<file path="src/logic/pap_defs.vh">
// constants for the pcm / i2s audio port: offsets, fields, timing
// assumes a 25 MHz system clock and a 32-bit wishbone register bus
`ifndef PAP_DEFS_VH
`define PAP_DEFS_VH

////////////////////////////////////////////////////////////////////////
// system clock and pcm bit rates
`define PAP_CLK_HZ      25000000
`define PAP_WBS_BIT_HZ  64000
`define PAP_SBC_BIT_HZ  256000
`define PAP_WBS_HALF    (`PAP_CLK_HZ / (2 * `PAP_WBS_BIT_HZ))
`define PAP_SBC_HALF    (`PAP_CLK_HZ / (2 * `PAP_SBC_BIT_HZ))
`define PAP_PCM_DIV_RST 16'h00C3
`define PAP_LSYNC_BITS  7'h03

////////////////////////////////////////////////////////////////////////
// register byte offsets
`define PAP_REG_CTRL    8'h00
`define PAP_REG_PDIV    8'h04
`define PAP_REG_PTX     8'h08
`define PAP_REG_PRX     8'h0C
`define PAP_REG_STAT    8'h10
`define PAP_REG_I0TX    8'h14
`define PAP_REG_I0RX    8'h18
`define PAP_REG_I1TX    8'h1C
`define PAP_REG_I1RX    8'h20

////////////////////////////////////////////////////////////////////////
// control fields
`define PAP_PCM_EN      0
`define PAP_PCM_MST     1
`define PAP_PCM_MODE    2
`define PAP_PCM_LONG    4
`define PAP_PCM_LOG     5
`define PAP_PCM_SLOT    7
`define PAP_I0_EN       16
`define PAP_I1_EN       20
`define PAP_LOCK_PCM    32'h000001FE
`define PAP_LOCK_I0     32'h00060000
`define PAP_LOCK_I1     32'h00600000
`define PAP_CTRL_RST    32'h00000000

// pcm modes
`define PAP_MODE_WBS    2'h0
`define PAP_MODE_SBC    2'h1
`define PAP_MODE_MUX    2'h2
`define PAP_MODE_BURST  2'h3

// status bits
`define PAP_ST_RXNEW    0
`define PAP_ST_SLIP     1
`define PAP_ST_REFUSE   2
`define PAP_ST_I0PAIR   3
`define PAP_ST_I1PAIR   4
`define PAP_ST_MUXBAD   5
`define PAP_ST_W1C      6'h26

////////////////////////////////////////////////////////////////////////
// i2s master n/m divider, edge rate = 2 x bit clock
`define PAP_I2S_N32     16'h0180
`define PAP_I2S_M32     16'h0C35
`define PAP_I2S_N50     16'h0018
`define PAP_I2S_M50     16'h007D
`define PAP_I2S_F32     6'h20
`define PAP_I2S_F50     6'h32
`define PAP_I2S_H32     6'h10
`define PAP_I2S_H50     6'h19

`endif

</file>
<file path="src/logic/pap_i2s.v">
// one i2s port: master or slave, 16-bit words, left while ws low
// assumes pin inputs are asynchronous; slave bit clock at most 3.072 MHz
`include "pap_defs.vh"

module pap_i2s (
    input  wire        clk_in,
    input  wire        rst_n_in,
    input  wire        en_in,
    input  wire        master_in,
    input  wire        wide_in,
    input  wire [15:0] tx_left_in,
    input  wire [15:0] tx_right_in,
    input  wire        sck_in,
    input  wire        ws_in,
    input  wire        sdi_in,
    output reg         sck_out,
    output reg         sck_oe_out,
    output reg         ws_out,
    output reg         ws_oe_out,
    output reg         sdo_out,
    output reg         sdo_oe_out,
    output reg  [15:0] rx_left_out,
    output reg  [15:0] rx_right_out,
    output reg         pair_out
);

    reg  [2:0]  s1_reg;
    reg  [2:0]  s2_reg;
    reg         sck_s3_reg;
    reg  [15:0] acc_reg;
    reg  [5:0]  cnt_reg;
    reg  [4:0]  pos_reg;
    reg         chan_reg;
    reg         wsl_reg;
    reg  [15:0] sh_reg;
    reg  [31:0] txw_reg;

    wire [15:0] div_n  = wide_in ? `PAP_I2S_N50 : `PAP_I2S_N32;
    wire [15:0] div_m  = wide_in ? `PAP_I2S_M50 : `PAP_I2S_M32;
    wire [16:0] sum    = {1'b0, acc_reg} + {1'b0, div_n};
    wire        tick   = en_in & master_in & (sum >= {1'b0, div_m});
    wire [5:0]  flen   = wide_in ? `PAP_I2S_F50 : `PAP_I2S_F32;
    wire [5:0]  half   = wide_in ? `PAP_I2S_H50 : `PAP_I2S_H32;
    wire [5:0]  cnt_n  = (cnt_reg == flen - 6'h01) ? 6'h00
                                                   : cnt_reg + 6'h01;
    wire        rise   = en_in & (master_in ? tick & ~sck_out
                                            : s2_reg[0] & ~sck_s3_reg);
    wire        fall   = en_in & (master_in ? tick & sck_out
                                            : ~s2_reg[0] & sck_s3_reg);
    wire        ws_cur = master_in ? ws_out : s2_reg[1];
    wire        in_wd  = ~pos_reg[4];
    wire [15:0] cur    = in_wd ? {sh_reg[14:0], s2_reg[2]} : sh_reg;
    wire [15:0] txsel  = chan_reg ? txw_reg[31:16] : txw_reg[15:0];

    always @(posedge clk_in) begin
        if (!rst_n_in || !en_in) begin
            s1_reg       <= 3'h0;
            s2_reg       <= 3'h0;
            sck_s3_reg   <= 1'b0;
            acc_reg      <= 16'h0000;
            cnt_reg      <= 6'h00;
            pos_reg      <= 5'h1F;
            chan_reg     <= 1'b0;
            wsl_reg      <= 1'b0;
            sh_reg       <= 16'h0000;
            txw_reg      <= 32'h00000000;
            sck_out      <= 1'b0;
            sck_oe_out   <= 1'b0;
            ws_out       <= 1'b0;
            ws_oe_out    <= 1'b0;
            sdo_out      <= 1'b0;
            sdo_oe_out   <= 1'b0;
            pair_out     <= 1'b0;
            if (!rst_n_in) begin
                rx_left_out  <= 16'h0000;
                rx_right_out <= 16'h0000;
            end
        end else begin
            s1_reg     <= {sdi_in, ws_in, sck_in};
            s2_reg     <= s1_reg;
            sck_s3_reg <= s2_reg[0];
            sck_oe_out <= master_in;
            ws_oe_out  <= master_in;
            sdo_oe_out <= 1'b1;
            pair_out   <= 1'b0;
            // fractional n/m accumulator for the master bit clock
            acc_reg <= tick ? sum[15:0] - div_m : sum[15:0];
            if (tick)
                sck_out <= ~sck_out;
            if (fall) begin
                if (master_in) begin
                    cnt_reg <= cnt_n;
                    ws_out  <= (cnt_n >= half);
                end
                // msb one bit after ws edge, zero past the word
                sdo_out <= in_wd & txsel[~pos_reg[3:0]];
            end
            if (rise) begin
                wsl_reg <= ws_cur;
                sh_reg  <= cur;
                if (ws_cur != wsl_reg) begin
                    if (chan_reg)
                        rx_right_out <= cur;
                    else
                        rx_left_out <= cur;
                    pair_out <= chan_reg;
                    chan_reg <= ws_cur;
                    pos_reg  <= 5'h00;
                    if (!ws_cur)
                        txw_reg <= {tx_right_in, tx_left_in};
                end else if (pos_reg != 5'h1F) begin
                    pos_reg <= pos_reg + 5'h01;
                end
            end
        end
    end

endmodule

</file>
<file path="src/logic/pap_top.v">
// pcm port plus two i2s ports behind a classic wishbone slave
// assumes audio pins are asynchronous; software configures and starts
`include "pap_defs.vh"

////////////////////////////////////////////////////////////////////////
module pap_top (
    input  wire        CLK_IN,
    input  wire        RST_N_IN,
    input  wire        WB_CYC_IN,
    input  wire        WB_STB_IN,
    input  wire        WB_WE_IN,
    input  wire [7:0]  WB_ADR_IN,
    input  wire [3:0]  WB_SEL_IN,
    input  wire [31:0] WB_DAT_IN,
    output reg  [31:0] WB_DAT_OUT,
    output reg         WB_ACK_OUT,
    input  wire        PCM_CLK_IN,
    output reg         PCM_CLK_OUT,
    output reg         PCM_CLK_OE_OUT,
    input  wire        PCM_SYNC_IN,
    output reg         PCM_SYNC_OUT,
    output reg         PCM_SYNC_OE_OUT,
    input  wire        PCM_DIN_IN,
    output reg         PCM_DOUT_OUT,
    output reg         PCM_DOUT_OE_OUT,
    input  wire        I2S0_SCK_IN,
    output wire        I2S0_SCK_OUT,
    output wire        I2S0_SCK_OE_OUT,
    input  wire        I2S0_WS_IN,
    output wire        I2S0_WS_OUT,
    output wire        I2S0_WS_OE_OUT,
    input  wire        I2S0_SDI_IN,
    output wire        I2S0_SDO_OUT,
    output wire        I2S0_SDO_OE_OUT,
    input  wire        I2S1_SCK_IN,
    output wire        I2S1_SCK_OUT,
    output wire        I2S1_SCK_OE_OUT,
    input  wire        I2S1_WS_IN,
    output wire        I2S1_WS_OUT,
    output wire        I2S1_WS_OE_OUT,
    input  wire        I2S1_SDI_IN,
    output wire        I2S1_SDO_OUT,
    output wire        I2S1_SDO_OE_OUT
);

    // byte-lane merge of a write into an old register value
    function [31:0] merge;
        input [31:0] old;
        input [31:0] nw;
        input [3:0]  sel;
        integer      i;
        begin
            merge = old;
            for (i = 0; i < 4; i = i + 1)
                if (sel[i])
                    merge[i*8 +: 8] = nw[i*8 +: 8];
        end
    endfunction

    reg  [31:0] ctrl_reg;
    reg  [15:0] pdiv_reg;
    reg  [15:0] ptx_reg;
    reg         fresh_reg;
    reg  [15:0] prx_reg;
    reg  [5:0]  stat_reg;
    reg  [31:0] i0tx_reg;
    reg  [31:0] i1tx_reg;
    reg  [31:0] rdat;

    wire [15:0] i0_rxl;
    wire [15:0] i0_rxr;
    wire        i0_pair;
    wire [15:0] i1_rxl;
    wire [15:0] i1_rxr;
    wire        i1_pair;

    ////////////////////////////////////////////////////////////////////
    // pcm configuration decode
    wire [1:0]  mode  = ctrl_reg[`PAP_PCM_MODE +: 2];
    wire        burst = (mode == `PAP_MODE_BURST);
    wire        mux   = (mode == `PAP_MODE_MUX);
    wire        lng   = ctrl_reg[`PAP_PCM_LONG];
    wire        mst   = ctrl_reg[`PAP_PCM_MST] & ~burst;
    wire        muxbad = mux & ~ctrl_reg[`PAP_PCM_MST];
    wire        run   = ctrl_reg[`PAP_PCM_EN] & ~muxbad;
    wire [1:0]  lg    = mux ? ctrl_reg[`PAP_PCM_LOG +: 2] : 2'h0;
    wire [1:0]  slot  = mux ? ctrl_reg[`PAP_PCM_SLOT +: 2] : 2'h0;
    wire [7:0]  flen  = 8'h10 << lg;
    wire [31:0] wbs_h = `PAP_WBS_HALF;
    wire [31:0] sbc_h = `PAP_SBC_HALF;
    reg  [15:0] half;

    always @* begin
        case (mode)
            `PAP_MODE_WBS: half = wbs_h[15:0];
            `PAP_MODE_SBC: half = sbc_h[15:0];
            `PAP_MODE_MUX: half = pdiv_reg >> lg;
            default:       half = pdiv_reg;
        endcase
    end

    ////////////////////////////////////////////////////////////////////
    // pcm bit engine
    reg  [2:0]  s1_reg;
    reg  [2:0]  s2_reg;
    reg         clk_s3_reg;
    reg  [15:0] div_reg;
    reg  [6:0]  cnt_reg;
    reg         arm_reg;
    reg         lock_reg;
    reg         syl_reg;
    reg  [15:0] txw_reg;
    reg  [15:0] rsh_reg;

    // true while count c falls in the slot this port owns
    function act;
        input [6:0] c;
        input [1:0] s;
        begin
            act = (c[6:4] == {1'b0, s});
        end
    endfunction

    wire [15:0] hm1   = (half == 16'h0000) ? 16'h0000 : half - 16'h0001;
    wire        tick  = run & mst & (div_reg >= hm1);
    wire        rise  = run & (mst ? tick & ~PCM_CLK_OUT
                                   : s2_reg[0] & ~clk_s3_reg);
    wire        fall  = run & (mst ? tick & PCM_CLK_OUT
                                   : ~s2_reg[0] & clk_s3_reg);
    wire [7:0]  last  = flen - 8'h01;
    wire [6:0]  c_inc = (cnt_reg == last[6:0]) ? 7'h00
                                               : cnt_reg + 7'h01;
    wire [6:0]  cnt_n = (~mst & arm_reg) ? 7'h00 : c_inc;
    wire        lsync = ~mst & lng & s2_reg[1] & ~syl_reg;
    wire [6:0]  cnt_s = lsync ? 7'h00 : cnt_reg;
    wire [15:0] txsrc = (cnt_n[3:0] == 4'h0) ? ptx_reg : txw_reg;
    wire        take  = rise & ~burst & act(cnt_n, slot)
                        & (cnt_n[3:0] == 4'h0);
    wire        rx_ok = fall & act(cnt_s, slot) & (mst | lock_reg | lsync);
    wire        rx_done = rx_ok & (cnt_s[3:0] == 4'hF);
    wire [15:0] rx_word = {rsh_reg[14:0], s2_reg[2]};

    always @(posedge CLK_IN) begin
        if (!RST_N_IN || !run) begin
            s1_reg          <= 3'h0;
            s2_reg          <= 3'h0;
            clk_s3_reg      <= 1'b0;
            div_reg         <= 16'h0000;
            cnt_reg         <= 7'h00;
            arm_reg         <= 1'b0;
            lock_reg        <= 1'b0;
            syl_reg         <= 1'b0;
            txw_reg         <= 16'h0000;
            rsh_reg         <= 16'h0000;
            PCM_CLK_OUT     <= 1'b0;
            PCM_CLK_OE_OUT  <= 1'b0;
            PCM_SYNC_OUT    <= 1'b0;
            PCM_SYNC_OE_OUT <= 1'b0;
            PCM_DOUT_OUT    <= 1'b0;
            PCM_DOUT_OE_OUT <= 1'b0;
        end else begin
            s1_reg          <= {PCM_DIN_IN, PCM_SYNC_IN, PCM_CLK_IN};
            s2_reg          <= s1_reg;
            clk_s3_reg      <= s2_reg[0];
            PCM_CLK_OE_OUT  <= mst;
            PCM_SYNC_OE_OUT <= mst;
            div_reg <= tick ? 16'h0000 : div_reg + 16'h0001;
            if (tick)
                PCM_CLK_OUT <= ~PCM_CLK_OUT;
            if (rise) begin
                cnt_reg <= cnt_n;
                arm_reg <= 1'b0;
                txw_reg <= txsrc;
                PCM_DOUT_OUT <= txsrc[~cnt_n[3:0]];
                // released outside the owned slot and in burst
                PCM_DOUT_OE_OUT <= act(cnt_n, slot) & ~burst
                                   & (mst | lock_reg);
                if (lng)
                    PCM_SYNC_OUT <= (cnt_n < `PAP_LSYNC_BITS);
                else
                    PCM_SYNC_OUT <= (cnt_n == last[6:0]);
            end
            if (fall) begin
                syl_reg <= s2_reg[1];
                cnt_reg <= cnt_s;
                if (~mst & ~lng & s2_reg[1]) begin
                    arm_reg  <= 1'b1;
                    lock_reg <= 1'b1;
                end
                if (lsync)
                    lock_reg <= 1'b1;
                if (rx_ok)
                    rsh_reg <= rx_word;
            end
        end
    end

    ////////////////////////////////////////////////////////////////////
    // wishbone classic slave, one wait state
    wire        req = WB_CYC_IN & WB_STB_IN & ~WB_ACK_OUT;
    wire        wr  = req & WB_WE_IN;
    wire        rd  = req & ~WB_WE_IN;
    wire [31:0] nc  = merge(ctrl_reg, WB_DAT_IN, WB_SEL_IN);
    wire [31:0] keep =
        ((ctrl_reg[`PAP_PCM_EN] &
          |((nc ^ ctrl_reg) & `PAP_LOCK_PCM)) ? `PAP_LOCK_PCM : 32'h0) |
        ((ctrl_reg[`PAP_I0_EN] &
          |((nc ^ ctrl_reg) & `PAP_LOCK_I0)) ? `PAP_LOCK_I0 : 32'h0) |
        ((ctrl_reg[`PAP_I1_EN] &
          |((nc ^ ctrl_reg) & `PAP_LOCK_I1)) ? `PAP_LOCK_I1 : 32'h0);
    wire        wctl = wr & (WB_ADR_IN == `PAP_REG_CTRL);
    wire [31:0] wst  = merge(32'h0, WB_DAT_IN, WB_SEL_IN);
    wire [31:0] npd  = merge({16'h0000, pdiv_reg}, WB_DAT_IN, WB_SEL_IN);
    wire [5:0]  w1c  = (wr & (WB_ADR_IN == `PAP_REG_STAT))
                       ? wst[5:0] & `PAP_ST_W1C : 6'h00;
    wire [5:0]  rclr = {1'b0,
                        rd & (WB_ADR_IN == `PAP_REG_I1RX),
                        rd & (WB_ADR_IN == `PAP_REG_I0RX),
                        2'h0,
                        rd & (WB_ADR_IN == `PAP_REG_PRX)};
    wire [5:0]  sets = {muxbad & ctrl_reg[`PAP_PCM_EN],
                        i1_pair,
                        i0_pair,
                        wctl & (keep != 32'h0),
                        take & ~fresh_reg,
                        rx_done};

    always @* begin
        case (WB_ADR_IN)
            `PAP_REG_CTRL: rdat = ctrl_reg;
            `PAP_REG_PDIV: rdat = {16'h0000, pdiv_reg};
            `PAP_REG_PTX:  rdat = {16'h0000, ptx_reg};
            `PAP_REG_PRX:  rdat = {16'h0000, prx_reg};
            `PAP_REG_STAT: rdat = {26'h0, stat_reg};
            `PAP_REG_I0TX: rdat = i0tx_reg;
            `PAP_REG_I0RX: rdat = {i0_rxr, i0_rxl};
            `PAP_REG_I1TX: rdat = i1tx_reg;
            `PAP_REG_I1RX: rdat = {i1_rxr, i1_rxl};
            default:       rdat = 32'h00000000;
        endcase
    end

    always @(posedge CLK_IN) begin
        if (!RST_N_IN) begin
            WB_ACK_OUT <= 1'b0;
            WB_DAT_OUT <= 32'h00000000;
            ctrl_reg   <= `PAP_CTRL_RST;
            pdiv_reg   <= `PAP_PCM_DIV_RST;
            ptx_reg    <= 16'h0000;
            fresh_reg  <= 1'b0;
            prx_reg    <= 16'h0000;
            stat_reg   <= 6'h00;
            i0tx_reg   <= 32'h00000000;
            i1tx_reg   <= 32'h00000000;
        end else begin
            WB_ACK_OUT <= req;
            if (rd)
                WB_DAT_OUT <= rdat;
            // a set in the same cycle as its clear wins
            stat_reg <= (stat_reg & ~(w1c | rclr)) | sets;
            if (rx_done)
                prx_reg <= rx_word;
            if (take)
                fresh_reg <= 1'b0;
            if (wr) begin
                case (WB_ADR_IN)
                    // mode and burst entry only by host write
                    `PAP_REG_CTRL:
                        ctrl_reg <= (nc & ~keep) | (ctrl_reg & keep);
                    `PAP_REG_PDIV:
                        pdiv_reg <= npd[15:0];
                    `PAP_REG_PTX: begin
                        ptx_reg   <= wst[15:0] | (ptx_reg
                                     & ~{{8{WB_SEL_IN[1]}},
                                         {8{WB_SEL_IN[0]}}});
                        fresh_reg <= 1'b1;
                    end
                    `PAP_REG_I0TX:
                        i0tx_reg <= merge(i0tx_reg, WB_DAT_IN, WB_SEL_IN);
                    `PAP_REG_I1TX:
                        i1tx_reg <= merge(i1tx_reg, WB_DAT_IN, WB_SEL_IN);
                    default: ;
                endcase
            end
        end
    end

    ////////////////////////////////////////////////////////////////////
    // two independent i2s ports
    pap_i2s u_i2s0 (
        .clk_in       (CLK_IN),
        .rst_n_in     (RST_N_IN),
        .en_in        (ctrl_reg[`PAP_I0_EN]),
        .master_in    (ctrl_reg[`PAP_I0_EN + 1]),
        .wide_in      (ctrl_reg[`PAP_I0_EN + 2]),
        .tx_left_in   (i0tx_reg[15:0]),
        .tx_right_in  (i0tx_reg[31:16]),
        .sck_in       (I2S0_SCK_IN),
        .ws_in        (I2S0_WS_IN),
        .sdi_in       (I2S0_SDI_IN),
        .sck_out      (I2S0_SCK_OUT),
        .sck_oe_out   (I2S0_SCK_OE_OUT),
        .ws_out       (I2S0_WS_OUT),
        .ws_oe_out    (I2S0_WS_OE_OUT),
        .sdo_out      (I2S0_SDO_OUT),
        .sdo_oe_out   (I2S0_SDO_OE_OUT),
        .rx_left_out  (i0_rxl),
        .rx_right_out (i0_rxr),
        .pair_out     (i0_pair)
    );

    pap_i2s u_i2s1 (
        .clk_in       (CLK_IN),
        .rst_n_in     (RST_N_IN),
        .en_in        (ctrl_reg[`PAP_I1_EN]),
        .master_in    (ctrl_reg[`PAP_I1_EN + 1]),
        .wide_in      (ctrl_reg[`PAP_I1_EN + 2]),
        .tx_left_in   (i1tx_reg[15:0]),
        .tx_right_in  (i1tx_reg[31:16]),
        .sck_in       (I2S1_SCK_IN),
        .ws_in        (I2S1_WS_IN),
        .sdi_in       (I2S1_SDI_IN),
        .sck_out      (I2S1_SCK_OUT),
        .sck_oe_out   (I2S1_SCK_OE_OUT),
        .ws_out       (I2S1_WS_OUT),
        .ws_oe_out    (I2S1_WS_OE_OUT),
        .sdo_out      (I2S1_SDO_OUT),
        .sdo_oe_out   (I2S1_SDO_OE_OUT),
        .rx_left_out  (i1_rxl),
        .rx_right_out (i1_rxr),
        .pair_out     (i1_pair)
    );

    // slave bit clocks are sampled at 25 MHz: external i2s clock must
    // stay at or below 3.072 MHz, pcm slave / burst clock well below
    // the system clock

endmodule

</file>
<file path="config.mk">
export PLATFORM = sky130hd
export DESIGN_NAME = pap_top
export DESIGN_NICKNAME = d
export VERILOG_FILES = /design/src/logic/pap_i2s.v /design/src/logic/pap_top.v
export VERILOG_INCLUDE_DIRS = /design/src /design/src/logic
export SDC_FILE = /design/constraint.sdc
export NUM_CORES = 1
export LEC_CHECK = 0
export BUFFER_PORTS_ARGS = -buffer_cell sky130_fd_sc_hd__buf_2
export CORE_MARGIN = 10
export CORE_UTILIZATION = 45
export CTS_CLUSTER_SIZE = 10
export DETAILED_ROUTE_END_ITERATION = 16
export SLEW_MARGIN = 10
export SYNTH_ARGS = -nofsm -noshare
export SYNTH_HDL_FRONTEND = slang
export SYNTH_HIERARCHICAL = 1
export SYNTH_SLANG_ARGS = --single-unit
</file>
<file path="constraint.sdc">
create_clock -name CLK_IN -period 15.57 [get_ports CLK_IN]
set_clock_uncertainty 0.2 [all_clocks]
set_input_delay 0.7785 -clock CLK_IN [delete_from_list [all_inputs] [get_ports CLK_IN]]
set_output_delay 0.7785 -clock CLK_IN [all_outputs]
set_load 0.02 [all_outputs]
</file>
==> metrics.cfg <==
[outcome]
run_status = complete, no violations

[clocking]
path_clk_slew_ns = 0.06
post-cts-setup-buffers = 0
tritoncts.num_buffers = 58
root_buffer = clkbuf_16
cts.repair.resized = 0
clk_latency_ns = 0.63
cts_buffer_depth = 3
cts_sinks = 497
cts_tree = yes
hold_buffers = 0
cts_max_level = 2

[timing]
finalSetupTns_ns = 0
hold_viol = 0
setup_viol = 0
drv_slew = 0
fin_ws_ns = 9.371
fmax_mhz = 161.3
period_minus_slack_ns = 6.199
fin_crit_sh = 0.3981
rsz0062_at_grt = no
hold-worst-slack_ns = 0.1689
max_slew_margin = 0.2159
worstMarginPinSlew_ns = 1.175

[critical_path]
critPathKind = flop to flop
startpoint_type = flop
cp_data_arrival_time_ns = 6.53
worstPathMaxFanout = 26
reg2reg_slack_ns = 9.37
critical_path_required_ns = 15.90
rr_worst_depth = 15
reg2reg_to = div_reg[3]
cp-end-kind = flop

[die]
die_area_mm2 = 0.06447
io_pins = 109
fp-row-count = 85
die_h_um = 253.9
start_util = 0.4557
die_x_um = 253.9
core_mm2 = 0.05403

[synth]
ys_async_sr_fraction = 0
synth.mux.area_fraction = 0.1146
yosys.area_share.simple = 0.1857
synth_edf_count = 64
ys_seq_elements = 497
synth.distinct_cells = 105
synth_top_area_cell = dfxtp_1
synth_top_family_by_area = simple AND/OR/NAND/NOR gates
synthCells = 2739
yosysWarnings = 6
syn-cell-area_mm2 = 0.02462
syn_avg_cell_area_um2 = 8.990
synth_top_area_frac = 0.3521
ys_top_cells_by_area = dfxtp_1 (35%), mux2i_1 (8.9%), edfxtp_1 (7.8%), nand2_1 (5.6%), a21oi_1 (4.5%)
synthesis.nets = 2849
synth_ff_type = dfxtp_1
synthAdderAreaFrac = 0.02703
synth-compound-area-share = 0.1682
yosysSeqAreaShare = 0.4301
synthXorXnorAreaFrac = 0.03227

[hold_path]
min_path_type = primary input to flop
min-delay-start = PCM_SYNC_IN
hold_end = s1_reg[1]
hold_path_depth = 2

[final_layout]
syn_to_final_growth_pct = 10.26
n_antenna_cell = 0
final_cell_mix = dfxtp_1 (433), nand2_1 (368), a21oi_1 (222)
drive_gt1_frac = 0.1086
layout_commonest_cell = dfxtp_1
final_net_count = 2855
fin_area_mm2 = 0.02715
post-route-util = 0.5025
finalNonFillerCells = 3478

[place]
dp.final_hpwl_um = 53820
place_ws_ns = 9.416
placedInstanceArea_mm2 = 0.02547
portBuffers = 108
dp.cells = 3381
place_congestion = 0.9183

[detailed_routing]
wl_per_cell_um = 21.80
ant_nets = 0
vias = 20748
drc = 0
first_iter_violations = 1748
drt_wl_total_um = 75810
drt-pass1-iter-count = 6
routed_via_density = 5.965

[global_route]
grt_pass1_wl_um = 117100
grt.overflow.total = 0
grt_max_degree = 105
antenna_found_initial = 1
grt_use_total = 0.2293
grt_pass1_vias = 19845

[power]
p_leak_nw = 9.590
powerDensity_mw_per_mm2 = 95.42
finalPower_mw = 2.591
max-vdd-ir-drop_mv = 0.09101

[job]
drv_cap = 0

## layer usage
metal | global-route usage | vias up | wire (µm)
met2 | 0.3646 | 660 | 34290
met3 | 0.04056 | 138 | 4975
met1 | 0.3069 | 10032 | 34110
met4 | 0.08329 | 2 | 2417
met5 | 0 | - | 15
li1 | - | 9916 | -
## worst max-delay path by stage
| stage | end | slack, ns | cells past startpoint |
|---|---|---|---|
| 3_5_place_dp | div_reg[3] | 9.42 | 15 |
| 4_1_cts | div_reg[3] | 9.38 | 15 |
| 3_3_place_gp | PCM_DOUT_OE_OUT | 9.54 | 16 |
| 6_report | div_reg[3] | 9.37 | 15 |
| 5_1_grt | div_reg[11] | 8.98 | 15 |
| 2_1_floorplan | u_i2s1/rx_left_out[0] | 10.46 | 13 |
## worst max-delay path, stage by stage, from the launching register on
cell	delay, ns
dfxtp_1	1.00
o21bai_1	0.49
a22oi_1	0.28
o22ai_1	0.17
a211oi_2	0.51
nand4_1	0.26
or3_4	0.52
and2_1	0.17
ha_1	0.26
nand2b_1	0.14
a21o_1	0.17
a211oi_1	0.26
o211ai_1	0.26
a21oi_1	0.63
o21ai_1	0.53
nor2_1	0.25
## cells by family (layout without fill, tap and decap cells)
kind of cell,count (synthesis),count (layout)
and+or+nand+nor,980,980
AOI/OAI and AO/OA,632,632
xor gates and xnor gates,89,89
DFF,497,497
buffers and inverters,238,281
adders and majority gates,52,52
muxes,251,251
## power by group
part / switching, mW / internal (mW) / total [mW] / leakage, nW
Sequential: 0.00393 / 1.31 / 1.31 / 4.09
Clock: 0.530 / 0.703 / 1.23 / 0.809
Combinational: 0.0362 / 0.0103 / 0.0465 / 4.69
## layout make-up
class                           instances  area (µm²)
Inverter                               39       148.9
Clock buffer                           91        1615
Timing Repair Buffer                  145       818.3
Tap cell                              696       870.8
Fill cell                            5142       26880
Sequential cell                       497       10590
Multi-Input combinational cell       2004       13050
Clock inverter                          6       58.81
## cell usage after synthesis, drive strengths merged, types with 9 or more instances
cell type  instances
inv               38
nor4              14
o22ai             11
o21a              11
xnor2             50
buf               51
and2              15
mux4              24
clkbuf           148
xor2              39
nand2            369
nand4             21
o31ai             12
a221oi            10
nor3              35
o211ai            18
nand3b             9
a211oi            21
a21o              19
dfxtp            433
or3               10
a222oi            10
nand3            178
edfxtp            64
o21ai            116
and3              48
nor2             214
mux2i            219
a21oi            224
a22oi             60
nand2b            13
a31oi             37
ha                50
(Power assumes the default switching activity.)
